### src/core/pbs_pkg.sv
package pbs_pkg;
  // design clock
  localparam int unsigned CLK_HZ = 20_000_000;
  // time base: one tick per millisecond
  localparam int unsigned TICK_US = 1000;
  localparam int unsigned TICK_CYCLES = (CLK_HZ / 1_000_000) * TICK_US;
  localparam int TICK_W = 15;
  // timer figures in milliseconds (one tick each)
  localparam int unsigned HOLD_BASE_MS = 32;
  localparam int unsigned HOLD_EXTRA_MS = 1;
  localparam int unsigned BLANK_MS = 512;
  localparam int unsigned RELEASE_DB_MS = 32;
  localparam int unsigned DOWN_MS = 1024;
  localparam int unsigned LOCKOUT_MS = 256;
  localparam int TMR_W = 16;

  typedef enum logic [6:0] {
    PBS_OFF      = 7'b000_0001,
    PBS_ON_HOLD  = 7'b000_0010,
    PBS_BLANK    = 7'b000_0100,
    PBS_REL_DB   = 7'b000_1000,
    PBS_RUN      = 7'b001_0000,
    PBS_OFF_HOLD = 7'b010_0000,
    PBS_DOWN     = 7'b100_0000
  } pbs_state_e;

  // status bundle seen by the outside
  typedef struct packed {
    logic enable;
    logic alert_n;
    logic lockout;
  } pbs_status_s;
endpackage : pbs_pkg

### src/core/pbs_sequencer.sv
`timescale 1ns/1ps
// Contract
// - enable inactive from power-up reset
// - off state: held low press starts power-on
// - hold is 32ms plus optional extension
// - enable active starts 512ms blanking
// - blanking ignores button; release sampled only at its end
// - release low at blanking end aborts
// - debounce button return high for 32ms
// - on state: held low press starts power-off
// - hold done: alert low, start 1024ms
// - release low during countdown drops enable
// - countdown expiry drops enable anyway
// - release low while running drops enable
// - 256ms button lockout after release shutdown
// - after turn-off, wait for new press
// - enable polarity selectable by parameter
module pbs_sequencer
  import pbs_pkg::*;
#(
  parameter int unsigned ON_TIME_EXTEND_MS = 0, // extra turn-on hold, 0 = none
  parameter int unsigned OFF_TIME_EXTEND_MS = 0, // extra turn-off hold, 0 = none
  parameter int unsigned TICK_CYC = TICK_CYCLES, // cycles per millisecond tick
  parameter bit EN_ACTIVE_HIGH = 1'b1 // enable polarity
) (
  input wire logic sys_clk_in, // 20 MHz clock
  input wire logic arst_n_in, // async reset, active low
  input wire logic button_n_in, // pushbutton, active low
  input wire logic release_n_in, // power release from processor, active low
  output logic enable_out, // converter enable, polarity per parameter
  output logic alert_n_out, // shutdown alert, active low
  output pbs_status_s status_out // enable, alert and lockout state
);
  // hold lengths in ticks
  localparam int unsigned ON_HOLD_MS = HOLD_BASE_MS + ((ON_TIME_EXTEND_MS > 0) ?
    (HOLD_EXTRA_MS + ON_TIME_EXTEND_MS) : 0);
  localparam int unsigned OFF_HOLD_MS = HOLD_BASE_MS + ((OFF_TIME_EXTEND_MS > 0) ?
    (HOLD_EXTRA_MS + OFF_TIME_EXTEND_MS) : 0);
  localparam logic [TMR_W-1:0] ON_HOLD_T = TMR_W'(ON_HOLD_MS);
  localparam logic [TMR_W-1:0] OFF_HOLD_T = TMR_W'(OFF_HOLD_MS);
  localparam logic [TMR_W-1:0] BLANK_T = TMR_W'(BLANK_MS);
  localparam logic [TMR_W-1:0] REL_DB_T = TMR_W'(RELEASE_DB_MS);
  localparam logic [TMR_W-1:0] DOWN_T = TMR_W'(DOWN_MS);
  localparam logic [TMR_W-1:0] LOCK_T = TMR_W'(LOCKOUT_MS);
  localparam logic [TICK_W-1:0] TICK_LAST = TICK_W'(TICK_CYC - 1);

  logic button_n_s;
  logic release_n_s;
  logic tick;
  logic [TICK_W-1:0] tick_q;
  pbs_state_e state_q;
  logic [TMR_W-1:0] tmr_q;
  logic [TMR_W-1:0] lock_q;
  logic en_q;
  logic alert_n_q;

  pbs_sync #(.RESET_VAL(1'b1)) u_sync_button (
    .sys_clk_in(sys_clk_in),
    .arst_n_in(arst_n_in),
    .async_in(button_n_in),
    .sync_out(button_n_s)
  );

  pbs_sync #(.RESET_VAL(1'b1)) u_sync_release (
    .sys_clk_in(sys_clk_in),
    .arst_n_in(arst_n_in),
    .async_in(release_n_in),
    .sync_out(release_n_s)
  );

  // millisecond time base
  always_ff @(posedge sys_clk_in or negedge arst_n_in) begin
    if (!arst_n_in) begin
      tick_q <= '0;
    end else if (tick_q == TICK_LAST) begin
      tick_q <= '0;
    end else begin
      tick_q <= tick_q + TICK_W'(1);
    end
  end
  assign tick = (tick_q == TICK_LAST);

  // main sequence
  always_ff @(posedge sys_clk_in or negedge arst_n_in) begin
    if (!arst_n_in) begin
      state_q <= PBS_OFF;
      tmr_q <= '0;
      en_q <= 1'b0;
      alert_n_q <= 1'b1;
    end else begin
      unique case (state_q)
        PBS_OFF: begin
          tmr_q <= '0;
          if (!button_n_s && lock_q == '0) begin
            state_q <= PBS_ON_HOLD;
          end
        end
        PBS_ON_HOLD: begin
          if (button_n_s) begin
            state_q <= PBS_OFF;
            tmr_q <= '0;
          end else if (tmr_q == ON_HOLD_T) begin
            state_q <= PBS_BLANK;
            en_q <= 1'b1;
            tmr_q <= '0;
          end else if (tick) begin
            tmr_q <= tmr_q + TMR_W'(1);
          end
        end
        PBS_BLANK: begin
          // button not looked at here; release only sampled when tmr_q reaches BLANK_T
          if (tmr_q == BLANK_T) begin
            tmr_q <= '0;
            if (!release_n_s) begin
              en_q <= 1'b0;
              state_q <= PBS_REL_DB;
            end else begin
              state_q <= PBS_REL_DB;
            end
          end else if (tick) begin
            tmr_q <= tmr_q + TMR_W'(1);
          end
        end
        PBS_REL_DB: begin
          if (en_q && !release_n_s) begin
            en_q <= 1'b0;
            tmr_q <= '0;
          end else if (!button_n_s) begin
            tmr_q <= '0;
          end else if (tmr_q == REL_DB_T) begin
            tmr_q <= '0;
            state_q <= en_q ? PBS_RUN : PBS_OFF;
          end else if (tick) begin
            tmr_q <= tmr_q + TMR_W'(1);
          end
        end
        PBS_RUN: begin
          tmr_q <= '0;
          if (!release_n_s) begin
            en_q <= 1'b0;
            state_q <= PBS_REL_DB;
          end else if (!button_n_s) begin
            state_q <= PBS_OFF_HOLD;
          end
        end
        PBS_OFF_HOLD: begin
          if (!release_n_s) begin
            en_q <= 1'b0;
            tmr_q <= '0;
            state_q <= PBS_REL_DB;
          end else if (button_n_s) begin
            tmr_q <= '0;
            state_q <= PBS_RUN;
          end else if (tmr_q == OFF_HOLD_T) begin
            alert_n_q <= 1'b0;
            tmr_q <= '0;
            state_q <= PBS_DOWN;
          end else if (tick) begin
            tmr_q <= tmr_q + TMR_W'(1);
          end
        end
        PBS_DOWN: begin
          if (!release_n_s || tmr_q == DOWN_T) begin
            en_q <= 1'b0;
            alert_n_q <= 1'b1;
            tmr_q <= '0;
            state_q <= PBS_REL_DB;
          end else if (tick) begin
            tmr_q <= tmr_q + TMR_W'(1);
          end
        end
        default: begin
          state_q <= PBS_OFF;
          en_q <= 1'b0;
          alert_n_q <= 1'b1;
          tmr_q <= '0;
        end
      endcase
    end
  end

  // lockout after a release-driven shutdown
  logic rel_off;
  assign rel_off = en_q && !release_n_s &&
    (state_q == PBS_RUN || state_q == PBS_OFF_HOLD || state_q == PBS_DOWN ||
     (state_q == PBS_REL_DB));

  always_ff @(posedge sys_clk_in or negedge arst_n_in) begin
    if (!arst_n_in) begin
      lock_q <= '0;
    end else if (rel_off) begin
      lock_q <= LOCK_T;
    end else if (tick && lock_q != '0) begin
      lock_q <= lock_q - TMR_W'(1);
    end
  end

  assign enable_out = EN_ACTIVE_HIGH ? en_q : ~en_q;
  assign alert_n_out = alert_n_q;
  assign status_out = '{enable: en_q, alert_n: alert_n_q, lockout: (lock_q != '0)};

  // checks
  logic [TMR_W-1:0] en_ms_q;
  always_ff @(posedge sys_clk_in or negedge arst_n_in) begin
    if (!arst_n_in) begin
      en_ms_q <= '0;
    end else if (!en_q) begin
      en_ms_q <= '0;
    end else if (tick) begin
      en_ms_q <= en_ms_q + TMR_W'(1);
    end
  end

  reset_en_off_a: assert property (@(posedge sys_clk_in) $rose(arst_n_in) |-> !en_q)
    else $error("enable active right after reset");
  press_starts_hold_a: assert property (@(posedge sys_clk_in) disable iff (!arst_n_in)
    (state_q == PBS_OFF && !button_n_s && lock_q == '0) |=> state_q == PBS_ON_HOLD)
    else $error("press in off state not taken");
  hold_len_a: assert property (@(posedge sys_clk_in) disable iff (!arst_n_in)
    $rose(en_q) |-> $past(tmr_q) == ON_HOLD_T)
    else $error("turn-on hold length wrong");
  blank_start_a: assert property (@(posedge sys_clk_in) disable iff (!arst_n_in)
    $rose(en_q) |-> state_q == PBS_BLANK && tmr_q == '0)
    else $error("blanking not started on enable");
  blank_ignore_a: assert property (@(posedge sys_clk_in) disable iff (!arst_n_in)
    (state_q == PBS_BLANK && tmr_q != BLANK_T) |=> en_q)
    else $error("enable dropped during blanking");
  abort_drop_a: assert property (@(posedge sys_clk_in) disable iff (!arst_n_in)
    (state_q == PBS_BLANK && tmr_q == BLANK_T && !release_n_s) |=> !en_q)
    else $error("power-on not aborted");
  reldb_restart_a: assert property (@(posedge sys_clk_in) disable iff (!arst_n_in)
    (state_q == PBS_REL_DB && !button_n_s && !(en_q && !release_n_s)) |=> tmr_q == '0)
    else $error("release debounce not restarted");
  off_bounce_a: assert property (@(posedge sys_clk_in) disable iff (!arst_n_in)
    (state_q == PBS_OFF_HOLD && release_n_s && button_n_s) |=> state_q == PBS_RUN)
    else $error("turn-off hold not reset by high button");
  alert_set_a: assert property (@(posedge sys_clk_in) disable iff (!arst_n_in)
    $fell(alert_n_q) |-> state_q == PBS_DOWN && en_q)
    else $error("alert without power-down");
  kill_down_a: assert property (@(posedge sys_clk_in) disable iff (!arst_n_in)
    (state_q == PBS_DOWN && !release_n_s) |=> !en_q && alert_n_q)
    else $error("release low did not end countdown");
  down_limit_a: assert property (@(posedge sys_clk_in) disable iff (!arst_n_in)
    (state_q == PBS_DOWN) |-> tmr_q <= DOWN_T)
    else $error("countdown overran");
  run_release_a: assert property (@(posedge sys_clk_in) disable iff (!arst_n_in)
    (state_q == PBS_RUN && !release_n_s) |=> !en_q && lock_q == LOCK_T)
    else $error("release low in run did not shut down");
  lock_block_a: assert property (@(posedge sys_clk_in) disable iff (!arst_n_in)
    (state_q == PBS_OFF && lock_q != '0) |=> state_q == PBS_OFF)
    else $error("press taken during lockout");
  polarity_a: assert property (@(posedge sys_clk_in) enable_out == (EN_ACTIVE_HIGH ? en_q : !en_q))
    else $error("enable polarity wrong");
  tick_gap_a: assert property (@(posedge sys_clk_in) disable iff (!arst_n_in)
    tick |=> !tick)
    else $error("tick not a single pulse");
  hold_restart_a: assert property (@(posedge sys_clk_in) disable iff (!arst_n_in)
    (state_q == PBS_ON_HOLD && button_n_s) |=> state_q == PBS_OFF && tmr_q == '0)
    else $error("turn-on hold not restarted by high button");
  abort_age_a: assert property (@(posedge sys_clk_in) disable iff (!arst_n_in)
    $fell(en_q) && $past(state_q) == PBS_BLANK |-> $past(en_ms_q) == BLANK_T)
    else $error("abort not at end of blanking");
  blank_exit_a: assert property (@(posedge sys_clk_in) disable iff (!arst_n_in)
    (state_q == PBS_BLANK && tmr_q == BLANK_T && release_n_s) |=> en_q && state_q == PBS_REL_DB)
    else $error("blanking end did not start release debounce");
  reldb_done_a: assert property (@(posedge sys_clk_in) disable iff (!arst_n_in)
    (state_q == PBS_REL_DB && !(en_q && !release_n_s) && button_n_s && tmr_q == REL_DB_T)
    |=> state_q == ($past(en_q) ? PBS_RUN : PBS_OFF))
    else $error("release debounce end went to wrong state");
  run_hold_a: assert property (@(posedge sys_clk_in) disable iff (!arst_n_in)
    (state_q == PBS_RUN && release_n_s && !button_n_s) |=> state_q == PBS_OFF_HOLD)
    else $error("press in run state not taken");
  off_len_a: assert property (@(posedge sys_clk_in) disable iff (!arst_n_in)
    $fell(alert_n_q) |-> $past(tmr_q) == OFF_HOLD_T)
    else $error("turn-off hold length wrong");
  alert_hold_a: assert property (@(posedge sys_clk_in) disable iff (!arst_n_in)
    (state_q == PBS_OFF_HOLD && release_n_s && !button_n_s && tmr_q == OFF_HOLD_T) |=> !alert_n_q)
    else $error("alert not raised after turn-off hold");
  en_down_a: assert property (@(posedge sys_clk_in) disable iff (!arst_n_in)
    (state_q == PBS_DOWN) |-> en_q && !alert_n_q)
    else $error("countdown without enable and alert");
  timeout_drop_a: assert property (@(posedge sys_clk_in) disable iff (!arst_n_in)
    (state_q == PBS_DOWN && tmr_q == DOWN_T) |=> !en_q && alert_n_q)
    else $error("countdown expiry did not drop enable");
  offhold_kill_a: assert property (@(posedge sys_clk_in) disable iff (!arst_n_in)
    (state_q == PBS_OFF_HOLD && !release_n_s) |=> !en_q && state_q == PBS_REL_DB)
    else $error("release low in turn-off hold ignored");
  reldb_kill_a: assert property (@(posedge sys_clk_in) disable iff (!arst_n_in)
    (state_q == PBS_REL_DB && en_q && !release_n_s) |=> !en_q && lock_q == LOCK_T)
    else $error("release low in release debounce ignored");
  lock_count_a: assert property (@(posedge sys_clk_in) disable iff (!arst_n_in)
    (lock_q != '0 && !rel_off && tick) |=> lock_q == $past(lock_q) - TMR_W'(1))
    else $error("lockout not counting down");

  power_on_c: cover property (@(posedge sys_clk_in) disable iff (!arst_n_in) $rose(en_q));
  abort_c: cover property (@(posedge sys_clk_in) disable iff (!arst_n_in)
    state_q == PBS_BLANK && tmr_q == BLANK_T && !release_n_s);
  alert_c: cover property (@(posedge sys_clk_in) disable iff (!arst_n_in) $fell(alert_n_q));
  timeout_c: cover property (@(posedge sys_clk_in) disable iff (!arst_n_in)
    state_q == PBS_DOWN && tmr_q == DOWN_T);
  lockout_c: cover property (@(posedge sys_clk_in) disable iff (!arst_n_in)
    $fell(en_q) && lock_q == LOCK_T);
endmodule : pbs_sequencer

### src/core/pbs_sync.sv
`timescale 1ns/1ps
// two-flop synchroniser for asynchronous pins
module pbs_sync
  import pbs_pkg::*;
#(
  parameter logic RESET_VAL = 1'b1
) (
  input wire logic sys_clk_in, // design clock
  input wire logic arst_n_in, // async reset, active low
  input wire logic async_in, // raw pin level
  output logic sync_out // synchronised level
);
  logic meta_q;

  always_ff @(posedge sys_clk_in or negedge arst_n_in) begin
    if (!arst_n_in) begin
      meta_q <= RESET_VAL;
      sync_out <= RESET_VAL;
    end else begin
      meta_q <= async_in;
      sync_out <= meta_q;
    end
  end
endmodule : pbs_sync

### config.mk
export PLATFORM = sky130hd
export DESIGN_NAME = pbs_sequencer
export DESIGN_NICKNAME = d
export VERILOG_FILES = /design/src/core/pbs_pkg.sv /design/src/core/pbs_sequencer.sv /design/src/core/pbs_sync.sv
export SDC_FILE = /design/constraint.sdc
export NUM_CORES = 1
export LEC_CHECK = 0
export ABC_AREA = 1
export BUFFER_PORTS_ARGS = -buffer_cell sky130_fd_sc_hd__buf_2
export CAP_MARGIN = 20
export CELL_PAD_IN_SITES_DETAIL_PLACEMENT = 0
export CELL_PAD_IN_SITES_GLOBAL_PLACEMENT = 1
export CORE_MARGIN = 2
export CORE_UTILIZATION = 51
export DETAILED_ROUTE_END_ITERATION = 8
export GPL_ROUTABILITY_DRIVEN = 0
export GPL_TIMING_DRIVEN = 0
export PLACE_DENSITY_LB_ADDON = 0.05
export SETUP_SLACK_MARGIN = 0.15
export SYNTH_ARGS = -nofsm -noshare
export SYNTH_HDL_FRONTEND = slang
export SYNTH_SLANG_ARGS = --single-unit
### constraint.sdc
create_clock -name sys_clk_in -period 4.3 [get_ports sys_clk_in]
set_input_delay 0.86 -clock sys_clk_in [delete_from_list [all_inputs] [get_ports sys_clk_in]]
set_output_delay 0.86 -clock sys_clk_in [all_outputs]
set_load 0.02 [all_outputs]
---- Word-level counts from Yosys, hierarchy flattened ----
Cells that the tools add are included.
storage, ports and cells
  register bits after elaboration ......... 60
  logic and storage cells ................. 98
  output and inout bits ................... 5
  input bits .............................. 4
cells by class
  $add $sub $neg .......................... 3
  mux-type cells .......................... 39
  equal/unequal tests ..................... 26
  bitwise gates (word level) .............. 2
  reduce and logical (&&, ||, !) cells .... 18
operators by type and width
  kind                                                   number
  two-way mux 16 bit                                     10
  two-way mux 7 bit                                      13
  case mux 16 bit (5 select lines)                       1
  case mux 7 bit (7 select lines)                        1
  inequality test 2 bit, second input constant           10
  adder 16 x 1 -> 16 bit, second input constant          1
  equality test 16 x 10 -> 1 bit, second input constant  1
  equality test 16 x 11 -> 1 bit, second input constant  1
  equality test 16 x 6 -> 1 bit, second input constant   1
  zero test 16 bit                                       1
  nonzero test 16 bit                                    1
  subtractor 16 x 1 -> 16 bit, second input constant     1
  adder 15 x 1 -> 15 bit, second input constant          1
  equality test 15 bit, second input constant            1
  two-way mux 15 bit                                     1
  two-way mux 1 bit                                      10
  AND reduction 9 bit                                    1
  equality test 7 x 1 -> 1 bit, second input constant    1
  equality test 7 x 2 -> 1 bit, second input constant    1
  equality test 7 x 3 -> 1 bit, second input constant    1
  equality test 7 x 4 -> 1 bit, second input constant    1
  equality test 7 x 5 -> 1 bit, second input constant    1
  equality test 7 x 6 -> 1 bit, second input constant    1
  equality test 7 bit, second input constant             1
  other kinds (16)                                       25

---- Logic depth before layout (Yosys ltp) ----
  word-level depth ........................ 6
  gate-level depth with buffers ........... 12
  depth with buffers taken out ............ 12

---- Cells and area by module ----
From an unflattened synthesis, not the netlist that was laid out.
second synthesis, totals
  cells, all modules ...................... 548
  area total of the unflattened synthesis .. 3,903.7 um^2
modules (own cells, without submodules)
  module         instances  area an instance (um^2)  cells each
  pbs_sequencer  1          3,798.6                  544
  pbs_sync       2          52.6                     2

---- Least setup slack after synthesis ----
OpenSTA, ideal clock, no wires.
  path kind ............................... flip-flop to output port
  start point ............................. reg lock_q[0]
  end point ............................... out status_out[0] in the netlist's numbering
  arrival time ............................ 1,184 ps
  stages on the path, launching flop included .. 6
  path buffers ............................ 0
  setup slack ............................. 2,256 ps
  cells stage by stage .................... dfrtp_1 -> inv_1 -> ha_1 -> nand2_2 -> nor2_2 -> nand3_1
RTL lines
  what                      RTL line              RTL
  start: declaration        pbs_sequencer.sv:53   logic [TMR_W-1:0] lock_q;
  start signal: assignment  pbs_sequencer.sv:194  lock_q <= lock_q - TMR_W'(1);
  end: declaration          pbs_sequencer.sv:32   output pbs_status_s status_out

==> out/qor.json <==
{
  "crit_path_max_fanout": {"value": 6},
  "detail_route.wl_per_cell": {"value": 13.0, "unit": "microns"},
  "final_period_minus_worst_setup_slack": {"value": 2650, "unit": "ps"},
  "ff2ff_path_depth": {"value": 11},
  "post_synth_top_area_share": {"value": 34.2, "unit": "%"},
  "diodes": {"value": 0},
  "finalNonFillerCells": {"value": 652},
  "cp_slowest_cell": {"value": "dfrtp_1"},
  "final_antenna_net_count": {"value": 0},
  "final.hold.worst_slack": {"value": 357, "unit": "ps"},
  "clkLatencyLatePin": {"value": 350, "unit": "ps"},
  "dieHeight": {"value": 92.0, "unit": "microns"},
  "num_rows": {"value": 32},
  "p_leak": {"value": 2.19, "unit": "nW"},
  "worst_r2r_startpoint": {"value": "tmr_q[0]$_DFF_PN0_"},
  "timing.critical_path.arrival": {"value": 1790, "unit": "ps"},
  "critical_path_destination": {"value": "status_out[0]"},
  "via_per_inst": {"value": 5.05},
  "setup.worst_path.class": {"value": "reg -> out"},
  "dp_cells": {"value": 636},
  "worstPathCellList": {"value": "inv_1, ha_1, nand2_2, nor2_2, nand3_1, buf_2"},
  "synth_cells": {"value": 525},
  "synth_cell_type_count": {"value": 33},
  "design_power_total": {"value": 1.64, "unit": "mW"},
  "run_status": {"value": "finished clean"},
  "power_per_unit_of_standard_cell_area": {"value": 378, "unit": "nW/um^2"},
  "timing.hold.worst.class": {"value": "reg -> reg"},
  "start_util": {"value": 51.9, "unit": "%"},
  "place_ws": {"value": 2040, "unit": "ps"},
  "cts.htree.levels": {"value": 3},
  "top_cell_types_by_occurrence_after_synthesis": {"value": "nand2_1 (112), nor2_1 (71), inv_1 (56)"},
  "grt_start_max_net_pins": {"value": 36},
  "clock_tree_from_tritoncts": {"value": "built"},
  "finalSetupViolCount": {"value": 0},
  "timing.critical_path.from": {"value": "lock_q[0]$_DFFE_PN0P_"},
  "drc_errors": {"value": 0},
  "post-route-cell-area": {"value": 4340, "unit": "sq um"},
  "peakVddDrop": {"value": 0.240, "unit": "mV"},
  "postRouteWirelength": {"value": 8450, "unit": "microns"},
  "ys.flop_type": {"value": "dfrtp_1"},
  "grt_first_pass_wirelength": {"value": 14900, "unit": "microns"},
  "timing.slew.headroom": {"value": 44.5, "unit": "%"},
  "postSynthAreaPerCell": {"value": 7.53, "unit": "sq um"},
  "internal_reg_to_reg_setup_slack": {"value": 2340, "unit": "ps"},
  "numPortBuffers": {"value": 8},
  "cts_root_buf": {"value": "clkbuf_8"},
  "asyncSetResetFlopFracSynth": {"value": 100, "unit": "%"},
  "clk_path_buf_depth": {"value": 2},
  "syn2layout_area_growth": {"value": 9.82, "unit": "%"},
  "fp.dieW": {"value": 92.0, "unit": "microns"},
  "drive_above_1_share": {"value": 21.3, "unit": "%"},
  "cts_setup_buffers": {"value": 0},
  "yosysTopAreaCell": {"value": "dfrtp_1"},
  "worstSetupEndpointType": {"value": "output port"},
  "design.die.area": {"value": 8470, "unit": "sq um"},
  "nets": {"value": 553},
  "edff_count_synth": {"value": 0},
  "ys_seq_elements": {"value": 60},
  "place.detailed.hpwl": {"value": 6260, "unit": "microns"},
  "net_count_of_the_mapped_netlist": {"value": 533},
  "drtIter0Drc": {"value": 108},
  "cts-resized-gates": {"value": 0},
  "worstSetupStartpointType": {"value": "register"},
  "timing.critical_path.slowest_cell_delay": {"value": 390, "unit": "ps"},
  "placed_area": {"value": 4140, "unit": "sq um"},
  "post-route-worst-setup-slack": {"value": 1650, "unit": "ps"},
  "max_clock_freq": {"value": 377, "unit": "MHz"},
  "placeableCoreArea": {"value": 7610, "unit": "sq um"},
  "finalCritPeriodShare": {"value": 61.6, "unit": "%"},
  "clk_pin_slew_worst_paths": {"value": 70, "unit": "ps"},
  "cts_hold_buffers": {"value": 0},
  "groute.usage.overall": {"value": 22.1, "unit": "%"},
  "route.vias.total": {"value": 3294},
  "report.final.slew_viol_count": {"value": 0},
  "worst-slew-pin-transition": {"value": 832, "unit": "ps"},
  "floorplan.io_pins": {"value": 9},
  "grt-ovfl-total": {"value": 0},
  "setup_repair_after_global_routing_missed_its_margin": {"value": "false"},
  "cp_data_required_time": {"value": 3440, "unit": "ps"},
  "via_count_of_the_first_global_routing_pass": {"value": 3221},
  "netlist_top_cells_area": {"value": "dfrtp_1 (34%), nand2_1 (11%), nor2_1 (6.7%), nand3_1 (6.1%), inv_1 (5.3%)"},
  "synth_sequential_area_ratio": {"value": 38.2, "unit": "%"},
  "finalClockSkew": {"value": 14.4, "unit": "ps"},
  "numCtsBuffers": {"value": 9},
  "layout.core_utilization": {"value": 57.0, "unit": "%"},
  "cap_viol_max_count": {"value": 0},
  "firstDrtPassIters": {"value": 4},
  "worstReg2RegEnd": {"value": "state_q[5]$_DFFE_PN0P_"},
  "clock_sink_count": {"value": 60},
  "synthesis.yosys.warnings": {"value": 0},
  "post-synth-top-count-cell": {"value": "nand2_1"},
  "final-hold-violation-count": {"value": 0},
  "mappedNetlistArea": {"value": 3950, "unit": "sq um"},
  "initial_antenna_violation_count": {"value": 0},
  "sum_of_negative_setup_slack": {"value": 0, "unit": "ps"}
}
-- area by class of cell --
| type | instances | area [sq um] |
|---|---|---|
| Tap cell | 102 | 128 |
| Fill cell | 745 | 3270 |
| Inverter | 70 | 263 |
| Clock inverter | 7 | 76.3 |
| Buffer | 5 | 57.6 |
| Multi-Input combinational cell | 390 | 2120 |
| Sequential cell | 60 | 1510 |
| Clock buffer | 9 | 124 |
| Timing Repair Buffer | 9 | 60.1 |
-- where the power goes --
group	internal, mW	total, mW	switching (mW)	leakage [nW]
Combinational	0.170	0.489	0.319	1.29
Clock	0.270	0.525	0.254	0.0958
Sequential	0.596	0.629	0.0324	0.801
Total	1.04	1.64	0.605	2.19
-- logic make-up (layout without fill, tap and decap cells) --
| group | count (synthesis) | after routing | synth area share (%) |
|---|---|---|---|
| AO/OA/AOI/OAI | 31 | 31 | 4.37 |
| XOR/XNOR | 25 | 25 | 5.54 |
| adder cells (fa/ha/maj) | 4 | 4 | 1.27 |
| buffers and inverters | 75 | 100 | 8.11 |
| flip-flops | 60 | 60 | 38.2 |
| AND/OR/NAND/NOR | 330 | 330 | 42.5 |
-- critical path, delay by kind of cell (launching register included) --
kind | cells | cell delay (ps)
and+or+nand+nor | 3 | 510
DFF | 1 | 390
buffers and inverters | 2 | 350
adders and majority gates | 1 | 200
-- registers in the layout, summed over array words and instances (netlist names) --
name,count
lock_q,16
tmr_q,16
tick_q,15
state_q,7
alert_n_out,1
enable_out,1
u_sync_button.meta_q,1
u_sync_button.sync_out,1
u_sync_release.meta_q,1
u_sync_release.sync_out,1
-- layer usage --
metal	track usage [%]	share of wire [%]	vias up
li1	-	-	1703
met1	30.4	48	1519
met2	35.3	46	59
met3	4.35	4.0	13
met4	6.59	1.8	0
met5	0	0	-
-- how the worst min path moves through the flow --
stage,start,endpoint,slack (ps),cells after the start
5_1_grt,u_sync_release.meta_q$_DFF_PN1_,u_sync_release.sync_out$_DFF_PN1_,360,0
4_1_cts,u_sync_release.meta_q$_DFF_PN1_,u_sync_release.sync_out$_DFF_PN1_,360,0
3_3_place_gp,u_sync_button.meta_q$_DFF_PN1_,u_sync_button.sync_out$_DFF_PN1_,350,0
6_report,u_sync_button.meta_q$_DFF_PN1_,u_sync_button.sync_out$_DFF_PN1_,360,0
2_1_floorplan,u_sync_button.meta_q$_DFF_PN1_,u_sync_button.sync_out$_DFF_PN1_,350,0
3_5_place_dp,u_sync_button.meta_q$_DFF_PN1_,u_sync_button.sync_out$_DFF_PN1_,350,0
-- cells in the final DEF (no fill, tap or decap), types with 5 or more instances in the layout --
cell,synthesis,final
nand2_1,112,112
nor2_1,71,71
inv_1,56,56
dfrtp_1,54,54
nand3_1,48,48
nor3_1,21,21
nor2_2,20,20
nand2_2,20,20
xor2_1,20,20
o21ai_0,17,17
inv_2,13,13
nand4_1,9,9
clkbuf_8,0,9
buf_2,0,8
nor2_4,7,7
a21oi_1,7,7
dfstp_2,6,6
nand2_4,5,5
xnor2_1,5,5
Power figures use the tool's default switching activity.
